`config.mk`:
```
export PLATFORM = sky130hd
export DESIGN_NAME = asc_adc_sequencer_control
export DESIGN_NICKNAME = d
export VERILOG_FILES = /design/src/core/asc_adc_sequencer_control.v
export VERILOG_INCLUDE_DIRS = /design/src /design/src/core
export SDC_FILE = /design/constraint.sdc
export NUM_CORES = 1
export LEC_CHECK = 0
export ABC_AREA = 1
export BUFFER_PORTS_ARGS = -buffer_cell sky130_fd_sc_hd__buf_4
export CORE_UTILIZATION = 40
export DETAILED_ROUTE_END_ITERATION = 16
export PLACE_DENSITY = 0.57
export SYNTH_ARGS = -nofsm -noshare
export SYNTH_HDL_FRONTEND = slang
export SYNTH_SLANG_ARGS = --single-unit
```
`constraint.sdc`:
```
create_clock -name core_clk -period 8.94 [get_ports core_clk]
set_input_delay 0 -clock core_clk [delete_from_list [all_inputs] [get_ports core_clk]]
set_output_delay 0 -clock core_clk [all_outputs]
set_load 0.005 [all_outputs]
```
`src/core/asc_defines.vh`:
```
// register offsets, field positions and constants for the converter sequencer
`ifndef ASC_DEFINES_VH
`define ASC_DEFINES_VH
// register byte offsets
`define ASC_STATUS_OFF 6'h00
`define ASC_IRQEN_OFF 6'h04
`define ASC_CTRL_OFF 6'h08
`define ASC_CFG1_OFF 6'h0C
`define ASC_CFG3_OFF 6'h18
`define ASC_CCFG_OFF 6'h1C
`define ASC_CHSEL_OFF 6'h28
`define ASC_RESULT_OFF 6'h30
// control register bits
`define ASC_CTRL_EN 0
`define ASC_CTRL_START 2
`define ASC_CTRL_CAL 31
// status bits
`define ASC_ST_EOC 2
`define ASC_ST_EOS 3
// configuration register one fields
`define ASC_CFG1_TSEL_LO 6
`define ASC_CFG1_ESEL_LO 10
`define ASC_CFG1_CONT 13
`define ASC_CFG1_ONECH 16
// configuration register three fields
`define ASC_CFG3_T2_LO 0
`define ASC_CFG3_E2_LO 4
`define ASC_CFG3_T3_LO 8
`define ASC_CFG3_E3_LO 12
// common configuration
`define ASC_CCFG_TS 23
// trigger codes and edge modes
`define ASC_TRIG_MAX 4'h9
`define ASC_EDGE_OFF 2'h0
`define ASC_EDGE_RISE 2'h1
`define ASC_EDGE_FALL 2'h2
`define ASC_EDGE_BOTH 2'h3
// fixed internal channels
`define ASC_CH_TEMP 5'h10
`define ASC_CH_VREF 5'h11
`define ASC_CH_HALF 5'h12
`define ASC_NUM_CH 19
// axi responses
`define ASC_RESP_OK 2'h0
`define ASC_RESP_SLVERR 2'h2
`endif

```
`src/core/asc_adc_sequencer_control.v`:
```
// sequencer and control logic for a successive-approximation converter
//
// Local design decisions: the register addresses and register access over AXI4-Lite.
`timescale 1ns/100ps
// Overview of operation
// - writing calibrate_request while disabled and idle starts calibration; hardware clears it when done.
// - start requests are ignored while calibration runs.
// - calibration_factor appears in result bits 6:0 after calibration.
// - repeat_mode_select 0 with one_channel_per_trigger 0 converts channel or group once, then stops.
// - repeat_mode_select 1 with one_channel_per_trigger 0 keeps converting the group after one start.
// - conversion starts on start_conversion write or enabled hardware trigger.
// - each channel result stored, conversion_done_flag set, irq if enabled.
// - last channel sets sequence_done_flag, irq if enabled.
// - one_channel_per_trigger 1 converts one next channel per trigger.
// - one_channel_per_trigger 0 converts whole sequence per trigger.
// - channels 0 to 15 route to the external analog inputs.
// - channel 16 temperature, 17 internal reference, 18 half supply.
// - temperature sensor connected only when temp_sensor_enable is set.
// - seg1_trigger_select picks timer trigger 0 to 9; above is reserved.
// - edge select 00 off, 01 rising, 10 falling, 11 both.
// - a trigger starts only with nonzero edge select, on its edges.
// - segment two has own trigger and edge select in register three.
// - segment three has own trigger and edge select in register three.
`include "asc_defines.vh"
module asc_adc_sequencer_control #(
   parameter NTRIG = 10,
   parameter SEQ_LEN_W = 4
) (
   // clock and reset
   input wire core_clk,
   input wire rst,
   // axi4-lite write address and data
   input wire [5:0] s_axi_awaddr,
   input wire s_axi_awvalid,
   output wire s_axi_awready,
   input wire [31:0] s_axi_wdata,
   input wire [3:0] s_axi_wstrb,
   input wire s_axi_wvalid,
   output wire s_axi_wready,
   // axi4-lite write response
   output reg [1:0] s_axi_bresp,
   output reg s_axi_bvalid,
   input wire s_axi_bready,
   // axi4-lite read
   input wire [5:0] s_axi_araddr,
   input wire s_axi_arvalid,
   output wire s_axi_arready,
   output reg [31:0] s_axi_rdata,
   output reg [1:0] s_axi_rresp,
   output reg s_axi_rvalid,
   input wire s_axi_rready,
   // timer trigger outputs
   input wire [NTRIG-1:0] timer_trig,
   // analog core handshake
   output reg core_cal_start,
   input wire core_cal_done,
   input wire [6:0] core_cal_factor,
   output reg core_conv_start,
   output reg [4:0] core_channel,
   input wire core_conv_done,
   input wire [15:0] core_result,
   output wire temp_sensor_connect,
   output wire [15:0] ext_input_select,
   output wire vref_select,
   output wire half_supply_select,
   // interrupt
   output wire irq
);
   localparam ST_IDLE = 2'h0;
   localparam ST_CAL = 2'h1;
   localparam ST_CONV = 2'h2;
   localparam ST_WAIT = 2'h3;

   reg [1:0] state_q;
   reg en_q, cal_q, start_q, eoc_q, eos_q, eoc_ie_q, eos_ie_q, ts_q;
   reg [31:0] cfg1_q, cfg3_q;
   reg [5*8-1:0] chsel_q;
   reg [SEQ_LEN_W-1:0] seq_len_q, idx_q;
   reg [15:0] result_q;
   reg aw_hold_q, w_hold_q;
   reg [5:0] aw_addr_q;
   reg [31:0] w_data_q;

   // write channel: address and data caught independently
   assign s_axi_awready = !aw_hold_q && !s_axi_bvalid;
   assign s_axi_wready = !w_hold_q && !s_axi_bvalid;
   wire aw_now = s_axi_awvalid && s_axi_awready;
   wire w_now = s_axi_wvalid && s_axi_wready;
   wire have_aw = aw_hold_q || aw_now;
   wire have_w = w_hold_q || w_now;
   wire [5:0] waddr = aw_hold_q ? aw_addr_q : s_axi_awaddr;
   wire [31:0] wdata = w_hold_q ? w_data_q : s_axi_wdata;
   wire wr_fire = have_aw && have_w && !s_axi_bvalid;
   wire wr_ctrl = wr_fire && waddr == `ASC_CTRL_OFF;
   wire wr_stat = wr_fire && waddr == `ASC_STATUS_OFF;
   wire wr_known = waddr == `ASC_STATUS_OFF || waddr == `ASC_IRQEN_OFF ||
      waddr == `ASC_CTRL_OFF || waddr == `ASC_CFG1_OFF ||
      waddr == `ASC_CFG3_OFF || waddr == `ASC_CCFG_OFF ||
      waddr == `ASC_CHSEL_OFF || waddr == `ASC_RESULT_OFF;

   // trigger synchronisers and edge detection per segment
   reg [NTRIG-1:0] trg_s1_q, trg_s2_q, trg_s3_q;
   always @(posedge core_clk or posedge rst) begin
      if (rst) begin
         trg_s1_q <= {NTRIG{1'b0}};
         trg_s2_q <= {NTRIG{1'b0}};
         trg_s3_q <= {NTRIG{1'b0}};
      end else begin
         trg_s1_q <= timer_trig;
         trg_s2_q <= trg_s1_q;
         trg_s3_q <= trg_s2_q;
      end
   end

   wire [4*3-1:0] seg_tsel = {cfg3_q[`ASC_CFG3_T3_LO +: 4],
      cfg3_q[`ASC_CFG3_T2_LO +: 4], cfg1_q[`ASC_CFG1_TSEL_LO +: 4]};
   wire [2*3-1:0] seg_esel = {cfg3_q[`ASC_CFG3_E3_LO +: 2],
      cfg3_q[`ASC_CFG3_E2_LO +: 2], cfg1_q[`ASC_CFG1_ESEL_LO +: 2]};
   wire [2:0] seg_hit;
   genvar g;
   generate
      for (g = 0; g < 3; g = g + 1) begin : g_seg
         wire [3:0] ts = seg_tsel[4*g +: 4];
         wire [1:0] es = seg_esel[2*g +: 2];
         // reserved codes select nothing
         wire valid = ts <= `ASC_TRIG_MAX;
         wire cur = valid && trg_s2_q[ts];
         wire prv = valid && trg_s3_q[ts];
         assign seg_hit[g] =
            (es == `ASC_EDGE_RISE && cur && !prv) ||
            (es == `ASC_EDGE_FALL && !cur && prv) ||
            (es == `ASC_EDGE_BOTH && cur != prv);
      end
   endgenerate
   wire hw_start = |seg_hit;

   wire sw_start = wr_ctrl && wdata[`ASC_CTRL_START];
   // starts only count when enabled and not calibrating
   wire start_req = (sw_start || hw_start) && en_q &&
      state_q != ST_CAL;
   wire cal_req = wr_ctrl && wdata[`ASC_CTRL_CAL] && !en_q &&
      state_q == ST_IDLE;
   wire last_ch = idx_q == seq_len_q;
   wire cont = cfg1_q[`ASC_CFG1_CONT];
   wire onech = cfg1_q[`ASC_CFG1_ONECH];
   wire conv_ok = state_q == ST_CONV && core_conv_done;
   wire [4:0] cur_ch = chsel_q[5*idx_q[2:0] +: 5];

   always @(posedge core_clk or posedge rst) begin
      if (rst) begin
         state_q <= ST_IDLE;
         en_q <= 1'b0;
         cal_q <= 1'b0;
         start_q <= 1'b0;
         eoc_q <= 1'b0;
         eos_q <= 1'b0;
         eoc_ie_q <= 1'b0;
         eos_ie_q <= 1'b0;
         ts_q <= 1'b0;
         cfg1_q <= 32'h0000_0000;
         cfg3_q <= 32'h0000_0000;
         chsel_q <= 40'h00_0000_0000;
         seq_len_q <= {SEQ_LEN_W{1'b0}};
         idx_q <= {SEQ_LEN_W{1'b0}};
         result_q <= 16'h0000;
         core_cal_start <= 1'b0;
         core_conv_start <= 1'b0;
         core_channel <= 5'h00;
         aw_hold_q <= 1'b0;
         w_hold_q <= 1'b0;
         aw_addr_q <= 6'h00;
         w_data_q <= 32'h0000_0000;
         s_axi_bvalid <= 1'b0;
         s_axi_bresp <= `ASC_RESP_OK;
      end else begin
         core_cal_start <= 1'b0;
         core_conv_start <= 1'b0;
         if (aw_now && !wr_fire) begin
            aw_hold_q <= 1'b1;
            aw_addr_q <= s_axi_awaddr;
         end
         if (w_now && !wr_fire) begin
            w_hold_q <= 1'b1;
            w_data_q <= s_axi_wdata;
         end
         if (s_axi_bvalid && s_axi_bready)
            s_axi_bvalid <= 1'b0;
         if (wr_fire) begin
            aw_hold_q <= 1'b0;
            w_hold_q <= 1'b0;
            s_axi_bvalid <= 1'b1;
            s_axi_bresp <= wr_known ? `ASC_RESP_OK : `ASC_RESP_SLVERR;
            case (waddr)
               `ASC_IRQEN_OFF: begin
                  eoc_ie_q <= wdata[`ASC_ST_EOC];
                  eos_ie_q <= wdata[`ASC_ST_EOS];
               end
               `ASC_CTRL_OFF: en_q <= wdata[`ASC_CTRL_EN];
               `ASC_CFG1_OFF: cfg1_q <= wdata;
               `ASC_CFG3_OFF: cfg3_q <= wdata;
               `ASC_CCFG_OFF: ts_q <= wdata[`ASC_CCFG_TS];
               `ASC_CHSEL_OFF: begin
                  chsel_q <= {10'h000, wdata[29:0]};
                  seq_len_q <= wdata[31:28];
               end
               default: ;
            endcase
         end
         // write one clears; a same-cycle hardware set wins below
         if (wr_stat && wdata[`ASC_ST_EOC])
            eoc_q <= 1'b0;
         if (wr_stat && wdata[`ASC_ST_EOS])
            eos_q <= 1'b0;
         case (state_q)
            ST_IDLE: begin
               if (cal_req) begin
                  cal_q <= 1'b1;
                  core_cal_start <= 1'b1;
                  state_q <= ST_CAL;
               end else if (start_req) begin
                  // a fresh start begins at the first slot; a group cut
                  // short by disabling would otherwise resume mid-way
                  start_q <= 1'b1;
                  idx_q <= {SEQ_LEN_W{1'b0}};
                  core_channel <= chsel_q[4:0];
                  core_conv_start <= 1'b1;
                  state_q <= ST_CONV;
               end
            end
            ST_CAL: begin
               if (core_cal_done) begin
                  cal_q <= 1'b0;
                  result_q <= {9'h000, core_cal_factor};
                  state_q <= ST_IDLE;
               end
            end
            ST_CONV: begin
               if (core_conv_done) begin
                  result_q <= core_result;
                  eoc_q <= 1'b1;
                  if (last_ch) begin
                     eos_q <= 1'b1;
                     idx_q <= {SEQ_LEN_W{1'b0}};
                  end else begin
                     idx_q <= idx_q + 1'b1;
                  end
                  if (!en_q) begin
                     start_q <= 1'b0;
                     state_q <= ST_IDLE;
                  end else if (onech) begin
                     start_q <= 1'b0;
                     state_q <= ST_WAIT;
                  end else if (last_ch && !cont) begin
                     start_q <= 1'b0;
                     state_q <= ST_IDLE;
                  end else begin
                     core_conv_start <= 1'b1;
                     core_channel <= chsel_q[5*(last_ch ? 3'h0 :
                        idx_q[2:0] + 3'h1) +: 5];
                  end
               end
            end
            ST_WAIT: begin
               // next trigger converts the next channel only
               if (start_req) begin
                  start_q <= 1'b1;
                  core_channel <= cur_ch;
                  core_conv_start <= 1'b1;
                  state_q <= ST_CONV;
               end else if (!en_q) begin
                  state_q <= ST_IDLE;
               end
            end
            default: state_q <= ST_IDLE;
         endcase
      end
   end

   // channel routing to the analog multiplexer
   generate
      for (g = 0; g < 16; g = g + 1) begin : g_ext
         assign ext_input_select[g] = state_q == ST_CONV &&
            core_channel == g;
      end
   endgenerate
   assign temp_sensor_connect = ts_q && state_q == ST_CONV &&
      core_channel == `ASC_CH_TEMP;
   assign vref_select = state_q == ST_CONV &&
      core_channel == `ASC_CH_VREF;
   assign half_supply_select = state_q == ST_CONV &&
      core_channel == `ASC_CH_HALF;
   assign irq = (eoc_q && eoc_ie_q) || (eos_q && eos_ie_q);

   // read channel
   assign s_axi_arready = !s_axi_rvalid;
   always @(posedge core_clk or posedge rst) begin
      if (rst) begin
         s_axi_rvalid <= 1'b0;
         s_axi_rdata <= 32'h0000_0000;
         s_axi_rresp <= `ASC_RESP_OK;
      end else if (s_axi_arvalid && s_axi_arready) begin
         s_axi_rvalid <= 1'b1;
         s_axi_rresp <= `ASC_RESP_OK;
         s_axi_rdata <= 32'h0000_0000;
         case (s_axi_araddr)
            `ASC_STATUS_OFF: begin
               s_axi_rdata[`ASC_ST_EOC] <= eoc_q;
               s_axi_rdata[`ASC_ST_EOS] <= eos_q;
            end
            `ASC_IRQEN_OFF: begin
               s_axi_rdata[`ASC_ST_EOC] <= eoc_ie_q;
               s_axi_rdata[`ASC_ST_EOS] <= eos_ie_q;
            end
            `ASC_CTRL_OFF: begin
               s_axi_rdata[`ASC_CTRL_EN] <= en_q;
               s_axi_rdata[`ASC_CTRL_START] <= start_q;
               s_axi_rdata[`ASC_CTRL_CAL] <= cal_q;
            end
            `ASC_CFG1_OFF: s_axi_rdata <= cfg1_q;
            `ASC_CFG3_OFF: s_axi_rdata <= cfg3_q;
            `ASC_CCFG_OFF: s_axi_rdata[`ASC_CCFG_TS] <= ts_q;
            // the last-index field in bits 31:28 shares bits 29:28 with slot five (bits 29:25)
            `ASC_CHSEL_OFF: s_axi_rdata <= {seq_len_q, chsel_q[27:0]};
            `ASC_RESULT_OFF: s_axi_rdata <= {16'h0000, result_q};
            default: s_axi_rresp <= `ASC_RESP_SLVERR;
         endcase
      end else if (s_axi_rvalid && s_axi_rready) begin
         s_axi_rvalid <= 1'b0;
      end
   end
endmodule // asc_adc_sequencer_control

```
==> flow_summary_export.csv, run 1 <==
group,metric,value,unit
floorplan,fp.dieW,170,um
layout,final_layout_size_suffix_gt1_frac,0.172,
detailed_routing,vias,9954,
hold_path,hold_path_class,"in -> reg",
clock_network,htreeDepth,1,
worst_setup_path,nature_of_the_critical_path_startpoint,"flop",
timing,timing.final.setup_violations,0,
clock_network,cts_tree,"built",
synthesis,synthCells,1344,
clock_network,clock_insertion_delay_worst_skew,540,ps
global_routing,vias_in_the_first_global_route,9314,
timing,max_clk_rate,0.333,GHz
pwr,report.power.total,4.21,mW
global_routing,groute.usage.overall,0.229,
global_routing,grt_remaining_overflow,0,
pwr,power.ir.vdd_worst,0.138,mV
timing,slew_headroom,0.222,
clock_network,clkSinkCount,239,
clock_network,cts_post_setup_buffers_inserted,0,
timing,final-max-slew-violation-count,0,
layout,antenna_cells_inserted,0,
worst_setup_path,critical_path_at,3420,ps
floorplan,die_area,29000,um^2
floorplan,floorplan.core_area,27800,um^2
worst_setup_path,worst-r2r-setup-slack,5930,ps
synthesis,yosysWarnings,0,
clock_network,cts_inserted_buffers,27,
floorplan,pin_count,158,
floorplan,start_util,0.408,
worst_setup_path,critical_path.endpoint_type,"flop",
timing,unrepaired_setup_endpoints_after_global_routing,"false",
synthesis,synth_cell_type_count,47,
layout,mostFrequentLayoutCells,"nand2_1 (319), dfrtp_1 (239), o21ai_0 (176)",
layout,final_common_cell,"nand2_1",
global_routing,grt_first_pass_wirelength,51.3,mm
detailed_routing,drt.antenna.violating_nets,0,
detailed_routing,post-route-drc-count,0,
detailed_routing,drtPass1Iterations,5,
global_routing,number_of_antenna_violations_at_the_first_check_in_global_routing,0,
pwr,powerDensity,291,nW/um^2
worst_setup_path,critPathKind,"reg -> reg",
timing,slew_of_the_pin_with_the_lowest_slew_margin,1160,ps
timing,final.min_clock_period,3010,ps
clock_network,ctsRootBufferMaster,"clkbuf_16",
timing,finalCritPeriodShare,0.336,
outcome,result_of_the_run,"finished clean",
clock_network,cts.path.max_buffers,3,
layout,final_cells,1952,
timing,setup_total_negative_slack,0,ps
pwr,leak_pwr,7.08,nW
clock_network,cts.hold.buffers_added,81,
floorplan,die_h,170,um
global_routing,grt_max_degree,87,
place,dp.final_hpwl,22.6,mm
place,placedInstanceArea,12800,um^2
synthesis,avgSynthCellArea,8.43,um^2
layout,area_growth,27.4,%
detailed_routing,detail_route.vias_per_cell,5.10,
flow_run,max_cap_violations,0,
worst_setup_path,cp.required,9360,ps
clock_network,cts.reportedPaths.clkPinSlew,60,ps
timing,fin_skew,14.3,ps
synthesis,synth_seq_area_share,0.528,
timing,hold_viol_final,0,
layout,finalInstanceArea,14400,um^2
place,io_buffer_count,151,
place,gp_congestion,0.952,
floorplan,placementRows,61,
detailed_routing,post_drt_wl_per_cell,16.8,um
place,dp.cells,1824,
synthesis,syn-cell-area,11300,um^2
layout,design.final.nets,1647,
detailed_routing,drt_iter0_drc,817,
worst_setup_path,timing.critical_path.fanout_max,32,
detailed_routing,drt-total-wl,32.8,mm
clock_network,post_cts_resize_count,0,
synthesis,postSynthRegisterBits,239,
flip-flops by register name (all words and copies together), names as in the netlist, 2 cells and up:
register      cells
trg_s3_q         10
w_data_q         32
result_q         16
chsel_q          28
aw_addr_q         6
cfg1_q           32
trg_s1_q         10
core_channel      5
s_axi_rdata      32
cfg3_q           32
seq_len_q         4
trg_s2_q         10
idx_q             4
state_q           2
cell usage after synthesis, drive strengths merged:
master / count / area (um^2)
nand2: 328 / 1260
dfrtp: 239 / 5980
o21ai: 181 / 921
inv: 168 / 633
nor2: 95 / 377
nand3: 89 / 445
a21oi: 41 / 209
clkbuf: 39 / 146
mux2: 39 / 439
o22ai: 28 / 175
a221oi: 27 / 236
buf: 20 / 128
a31oi: 8 / 50.1
nand4: 8 / 50.1
nor3: 7 / 45.0
xor2: 5 / 43.8
o211ai: 4 / 30.0
nor4: 3 / 33.8
a32o: 2 / 20.0
o31ai: 2 / 20.0
or2: 2 / 12.5
a2111oi: 1 / 8.76
a22oi: 1 / 7.51
clkinv: 1 / 3.75
conb: 1 / 3.75
ha: 1 / 12.5
nand3b: 1 / 7.51
o21bai: 1 / 7.51
o2bb2ai: 1 / 8.76
o41ai: 1 / 8.76
critical path: stages (launching register included):
cell and delay, ps:
dfrtp_1 450, inv_2 130, nor2_2 120, inv_1 220, nor2_2 310, inv_1 150, nand2_1 710, a31oi_1 180
dlygate4sd3_1 620
cell type report:
| class | count | area [um^2] |
|---|---|---|
| clock buffers | 36 | 749 |
| clock inverters | 11 | 114 |
| fillers | 2664 | 13400 |
| inverters | 169 | 644 |
| multi-input cells | 878 | 4460 |
| flip-flops and latches | 239 | 5980 |
| well taps | 378 | 473 |
| repair buffers | 241 | 2010 |
through the flow:
stage / utilization / setup slack (ps) / hold WS [ps]
detailed placement: 0.459 / 6120 / 110
floorplan: - / 2380 / 31.4
finish: 0.519 / 5930 / 29.1
global route: 0.519 / 5630 / 53.1
CTS: 0.519 / 5930 / 16.0
global placement: 0.459 / 6130 / 110
kinds of logic (layout without fill, tap and decap cells):
| group | after synthesis | in the layout | share of synthesized area |
|---|---|---|---|
| compound gates | 298 | 298 | 0.150 |
| flops | 239 | 239 | 0.528 |
| xor+xnor | 5 | 5 | 0.00387 |
| fa+ha+maj | 1 | 1 | 0.00110 |
| simple gates | 533 | 533 | 0.197 |
| buf+inv | 228 | 457 | 0.0804 |
| mux | 39 | 39 | 0.0388 |
| other cells | 1 | 2 | 0.000331 |
per-layer routing:
layer	vias up	global-route usage	routed length (um)
met3	38	0.0463	2840
met4	0	0.0497	544
met2	348	0.331	13500
met1	4721	0.350	15900
met5	-	0	0
li1	4847	-	-
path summary, 6_finish.rpt:
path                                         from                     endpoint  cells after the start
setup / recovery           state_q[1]$_DFFE_PP0P_      result_q[6]$_DFFE_PP0P_                      8
hold / removal                      s_axi_awvalid     aw_addr_q[1]$_DFFE_PP0P_                      3
setup reg to reg           state_q[1]$_DFFE_PP0P_      result_q[6]$_DFFE_PP0P_                      8
hold reg to reg             trg_s1_q[1]$_DFF_PP0_        trg_s2_q[1]$_DFF_PP0_                      0
max in group asynchronous                     rst  core_channel[3]$_DFFE_PP0P_                      4
min in group asynchronous                     rst      w_data_q[6]$_DFFE_PP0P_                      3
report_power, final:
| part | leakage [nW] | switching, mW | internal, mW |
|---|---|---|---|
| Clock | 0.424 | 0.442 | 0.643 |
| Combinational | 3.78 | 0.933 | 0.527 |
| Sequential | 2.88 | 0.241 | 1.42 |
No activity file was read; power rests on OpenSTA's default activity.
==> run 2, diff against run 1 <==
--- a/config.mk
+++ b/config.mk
@@ -10,7 +10,7 @@
 export BUFFER_PORTS_ARGS = -buffer_cell sky130_fd_sc_hd__buf_4
 export CORE_UTILIZATION = 40
 export DETAILED_ROUTE_END_ITERATION = 16
-export PLACE_DENSITY = 0.57
+export PLACE_DENSITY = 0.59
 export SYNTH_ARGS = -nofsm -noshare
 export SYNTH_HDL_FRONTEND = slang
 export SYNTH_SLANG_ARGS = --single-unit
==> constraint.sdc (replaced) <==
create_clock -name core_clk -period 2.66 [get_ports core_clk]
set_input_delay 0 -clock core_clk [delete_from_list [all_inputs] [get_ports core_clk]]
set_output_delay 0 -clock core_clk [all_outputs]
set_load 0.005 [all_outputs]
==> run 2 against run 1 <==
Against the previous run: global-route usage rose by 0.15 points; sequential power grew to 3.4 times the previous value; combinational power rose to 3.4 times the previous value; largest cell class unchanged; highest routed layer unchanged.
==> flow_summary_export.csv, run 2 (synthesized netlist as in run 1, its figures left out) <==
group,metric,value,unit
timing,timing.final.setup_violations,0,
detailed_routing,detail_route.vias_per_cell,5.08,
global_routing,vias_in_the_first_global_route,9353,
flow_run,max_cap_violations,0,
hold_path,worstHoldStart,"s_axi_awvalid",
worst_setup_path,timing.critical_path.buf_inv,5,
worst_setup_path,critical_path.endpoint_type,"flop",
timing,slew_headroom,0.403,
worst_setup_path,critPathSlowestCell,"dlygate4sd3_1",
layout,antenna_cells_inserted,0,
timing,hold_viol_final,0,
place,dp.final_hpwl,23.4,mm
floorplan,die_area,29000,um^2
outcome,result_of_the_run,"finished clean",
timing,unrepaired_setup_endpoints_after_global_routing,"false",
clock_network,clkSinkCount,239,
worst_setup_path,r2r_cells,10,
global_routing,number_of_antenna_violations_at_the_first_check_in_global_routing,0,
floorplan,fp.dieW,170,um
detailed_routing,vias,10000,
detailed_routing,drt_iter0_drc,726,
worst_setup_path,timing.critical_path.fanout_max,32,
pwr,powerDensity,972,nW/um^2
clock_network,htreeDepth,1,
timing,post-route-worst-setup-slack,270,ps
worst_setup_path,cp.required,3130,ps
worst_setup_path,worst-r2r-setup-slack,270,ps
worst_setup_path,crit_family,"buffers and inverters",
place,gp_congestion,0.888,
detailed_routing,post-route-drc-count,0,
worst_setup_path,worst_path_largest_cell_delay,580,ps
worst_setup_path,cell_by_cell_trace_of_the_critical_path,"inv_2 > nor2_2 > inv_1 > nor2_2 > inv_1 > nand2_1 > buf_6 > nor2_1 > a31oi_1 > dlygate4sd3_1",
global_routing,grt_max_degree,121,
worst_setup_path,r2r-start,"state_q[1]$_DFFE_PP0P_",
detailed_routing,drtPass1Iterations,5,
layout,design.final.nets,1667,
worst_setup_path,reg2reg_to,"result_q[1]$_DFFE_PP0P_",
floorplan,pin_count,158,
detailed_routing,post_drt_wl_per_cell,16.7,um
layout,final_layout_size_suffix_gt1_frac,0.183,
global_routing,groute.usage.overall,0.230,
pwr,leak_pwr,7.23,nW
pwr,power.ir.vdd_worst,0.543,mV
place,dp_worst_setup_slack,322,ps
detailed_routing,drt-total-wl,32.9,mm
clock_network,cts.path.max_buffers,3,
layout,mostFrequentLayoutCells,"nand2_1 (319), dfrtp_1 (239), o21ai_0 (176)",
pwr,report.power.total,14.3,mW
detailed_routing,drt.antenna.violating_nets,0,
floorplan,floorplan.core_area,27800,um^2
place,io_buffer_count,151,
worst_setup_path,nature_of_the_critical_path_startpoint,"flop",
layout,fillerInstances,2629,
layout,final_common_cell,"nand2_1",
timing,max_clk_rate,0.418,GHz
timing,final.min_clock_period,2390,ps
hold_path,hold-path-cell-count,3,
timing,slew_of_the_pin_with_the_lowest_slew_margin,887,ps
timing,fin_skew,16.9,ps
clock_network,ctsRootBufferMaster,"clkbuf_16",
timing,final-max-slew-violation-count,0,
timing,finalCritPeriodShare,0.899,
clock_network,cts_post_setup_buffers_inserted,0,
clock_network,clock_insertion_delay_worst_skew,540,ps
layout,area_growth,29.8,%
clock_network,cts_inserted_buffers,27,
hold_path,hold_path_class,"in -> reg",
floorplan,die_h,170,um
floorplan,placementRows,61,
worst_setup_path,critical_path_at,2860,ps
global_routing,grt_first_pass_wirelength,51.8,mm
worst_setup_path,critPathKind,"reg -> reg",
clock_network,cts_tree,"built",
hold_path,whs_endpoint,"aw_addr_q[1]$_DFFE_PP0P_",
global_routing,grt_remaining_overflow,0,
floorplan,start_util,0.408,
clock_network,cts.reportedPaths.clkPinSlew,60,ps
==> run 2: tightest hold or removal path: stages <==
cell     delay, ps
buf_4          110
nand3_1        290
a21oi_1        120
==> run 2: layout make-up <==
cell class | instances | area [um^2] | area share
clock buffers | 41 | 818 | 0.0557
clock inverters | 8 | 72.6 | 0.00494
flip-flops and latches | 239 | 5980 | 0.407
well taps | 378 | 473 | 0.0322
inverters | 169 | 641 | 0.0436
repair buffers | 261 | 2250 | 0.153
multi-input cells | 878 | 4460 | 0.304
==> run 2: report_power, final <==
part | leakage, nW | total (mW) | internal (mW) | switching, mW
clock | 0.446 | 3.68 | 2.21 | 1.47
sequential | 2.88 | 5.61 | 4.77 | 0.833
combinational | 3.91 | 5.01 | 1.90 | 3.11
==> run 2: timing repair <==
item	CTS	global route
endpoints found under the hold margin	336	0
gates resized for setup	0	2
hold buffers	81	0
setup endpoints to repair	0	3
==> run 2: per-layer routing <==
layer  share of wire  vias up  wire, um  GRT usage
li1                -     4897         -          -
met1            0.49     4736     16200      0.356
met2            0.41      349     13600      0.334
met3           0.077       47      2550     0.0419
met4           0.017        0       549     0.0470
met5               0        -         0          0
==> run 2: how the worst max path moves through the flow <==
stage	from	endpoint	depth (start not counted)	slack, ps
3_5_place_dp	cfg1_q[6]$_DFFE_PP0P_	core_channel[2]$_DFFE_PP0P_	17	320
2_1_floorplan	rst	aw_addr_q[0]$_DFFE_PP0P_	1	-470
3_3_place_gp	cfg1_q[6]$_DFFE_PP0P_	core_channel[0]$_DFFE_PP0P_	17	350
5_1_grt	state_q[1]$_DFFE_PP0P_	result_q[1]$_DFFE_PP0P_	10	40
4_1_cts	state_q[1]$_DFFE_PP0P_	result_q[1]$_DFFE_PP0P_	10	250
6_report	state_q[1]$_DFFE_PP0P_	result_q[1]$_DFFE_PP0P_	10	270
==> run 2: per-stage QoR <==
stage	setup TNS [ps]	instances	utilization	area, um^2	hold slack, ps
2_1_floorplan	-113250	1345	-	11300	31.4
3_3_place_gp	0	1844	0.468	13000	110
3_5_place_dp	0	1844	0.468	13000	111
6_report	0	1974	0.529	14700	19.4
4_1_cts	0	1974	0.529	14700	15.4
5_1_grt	0	1974	0.529	14700	46.4
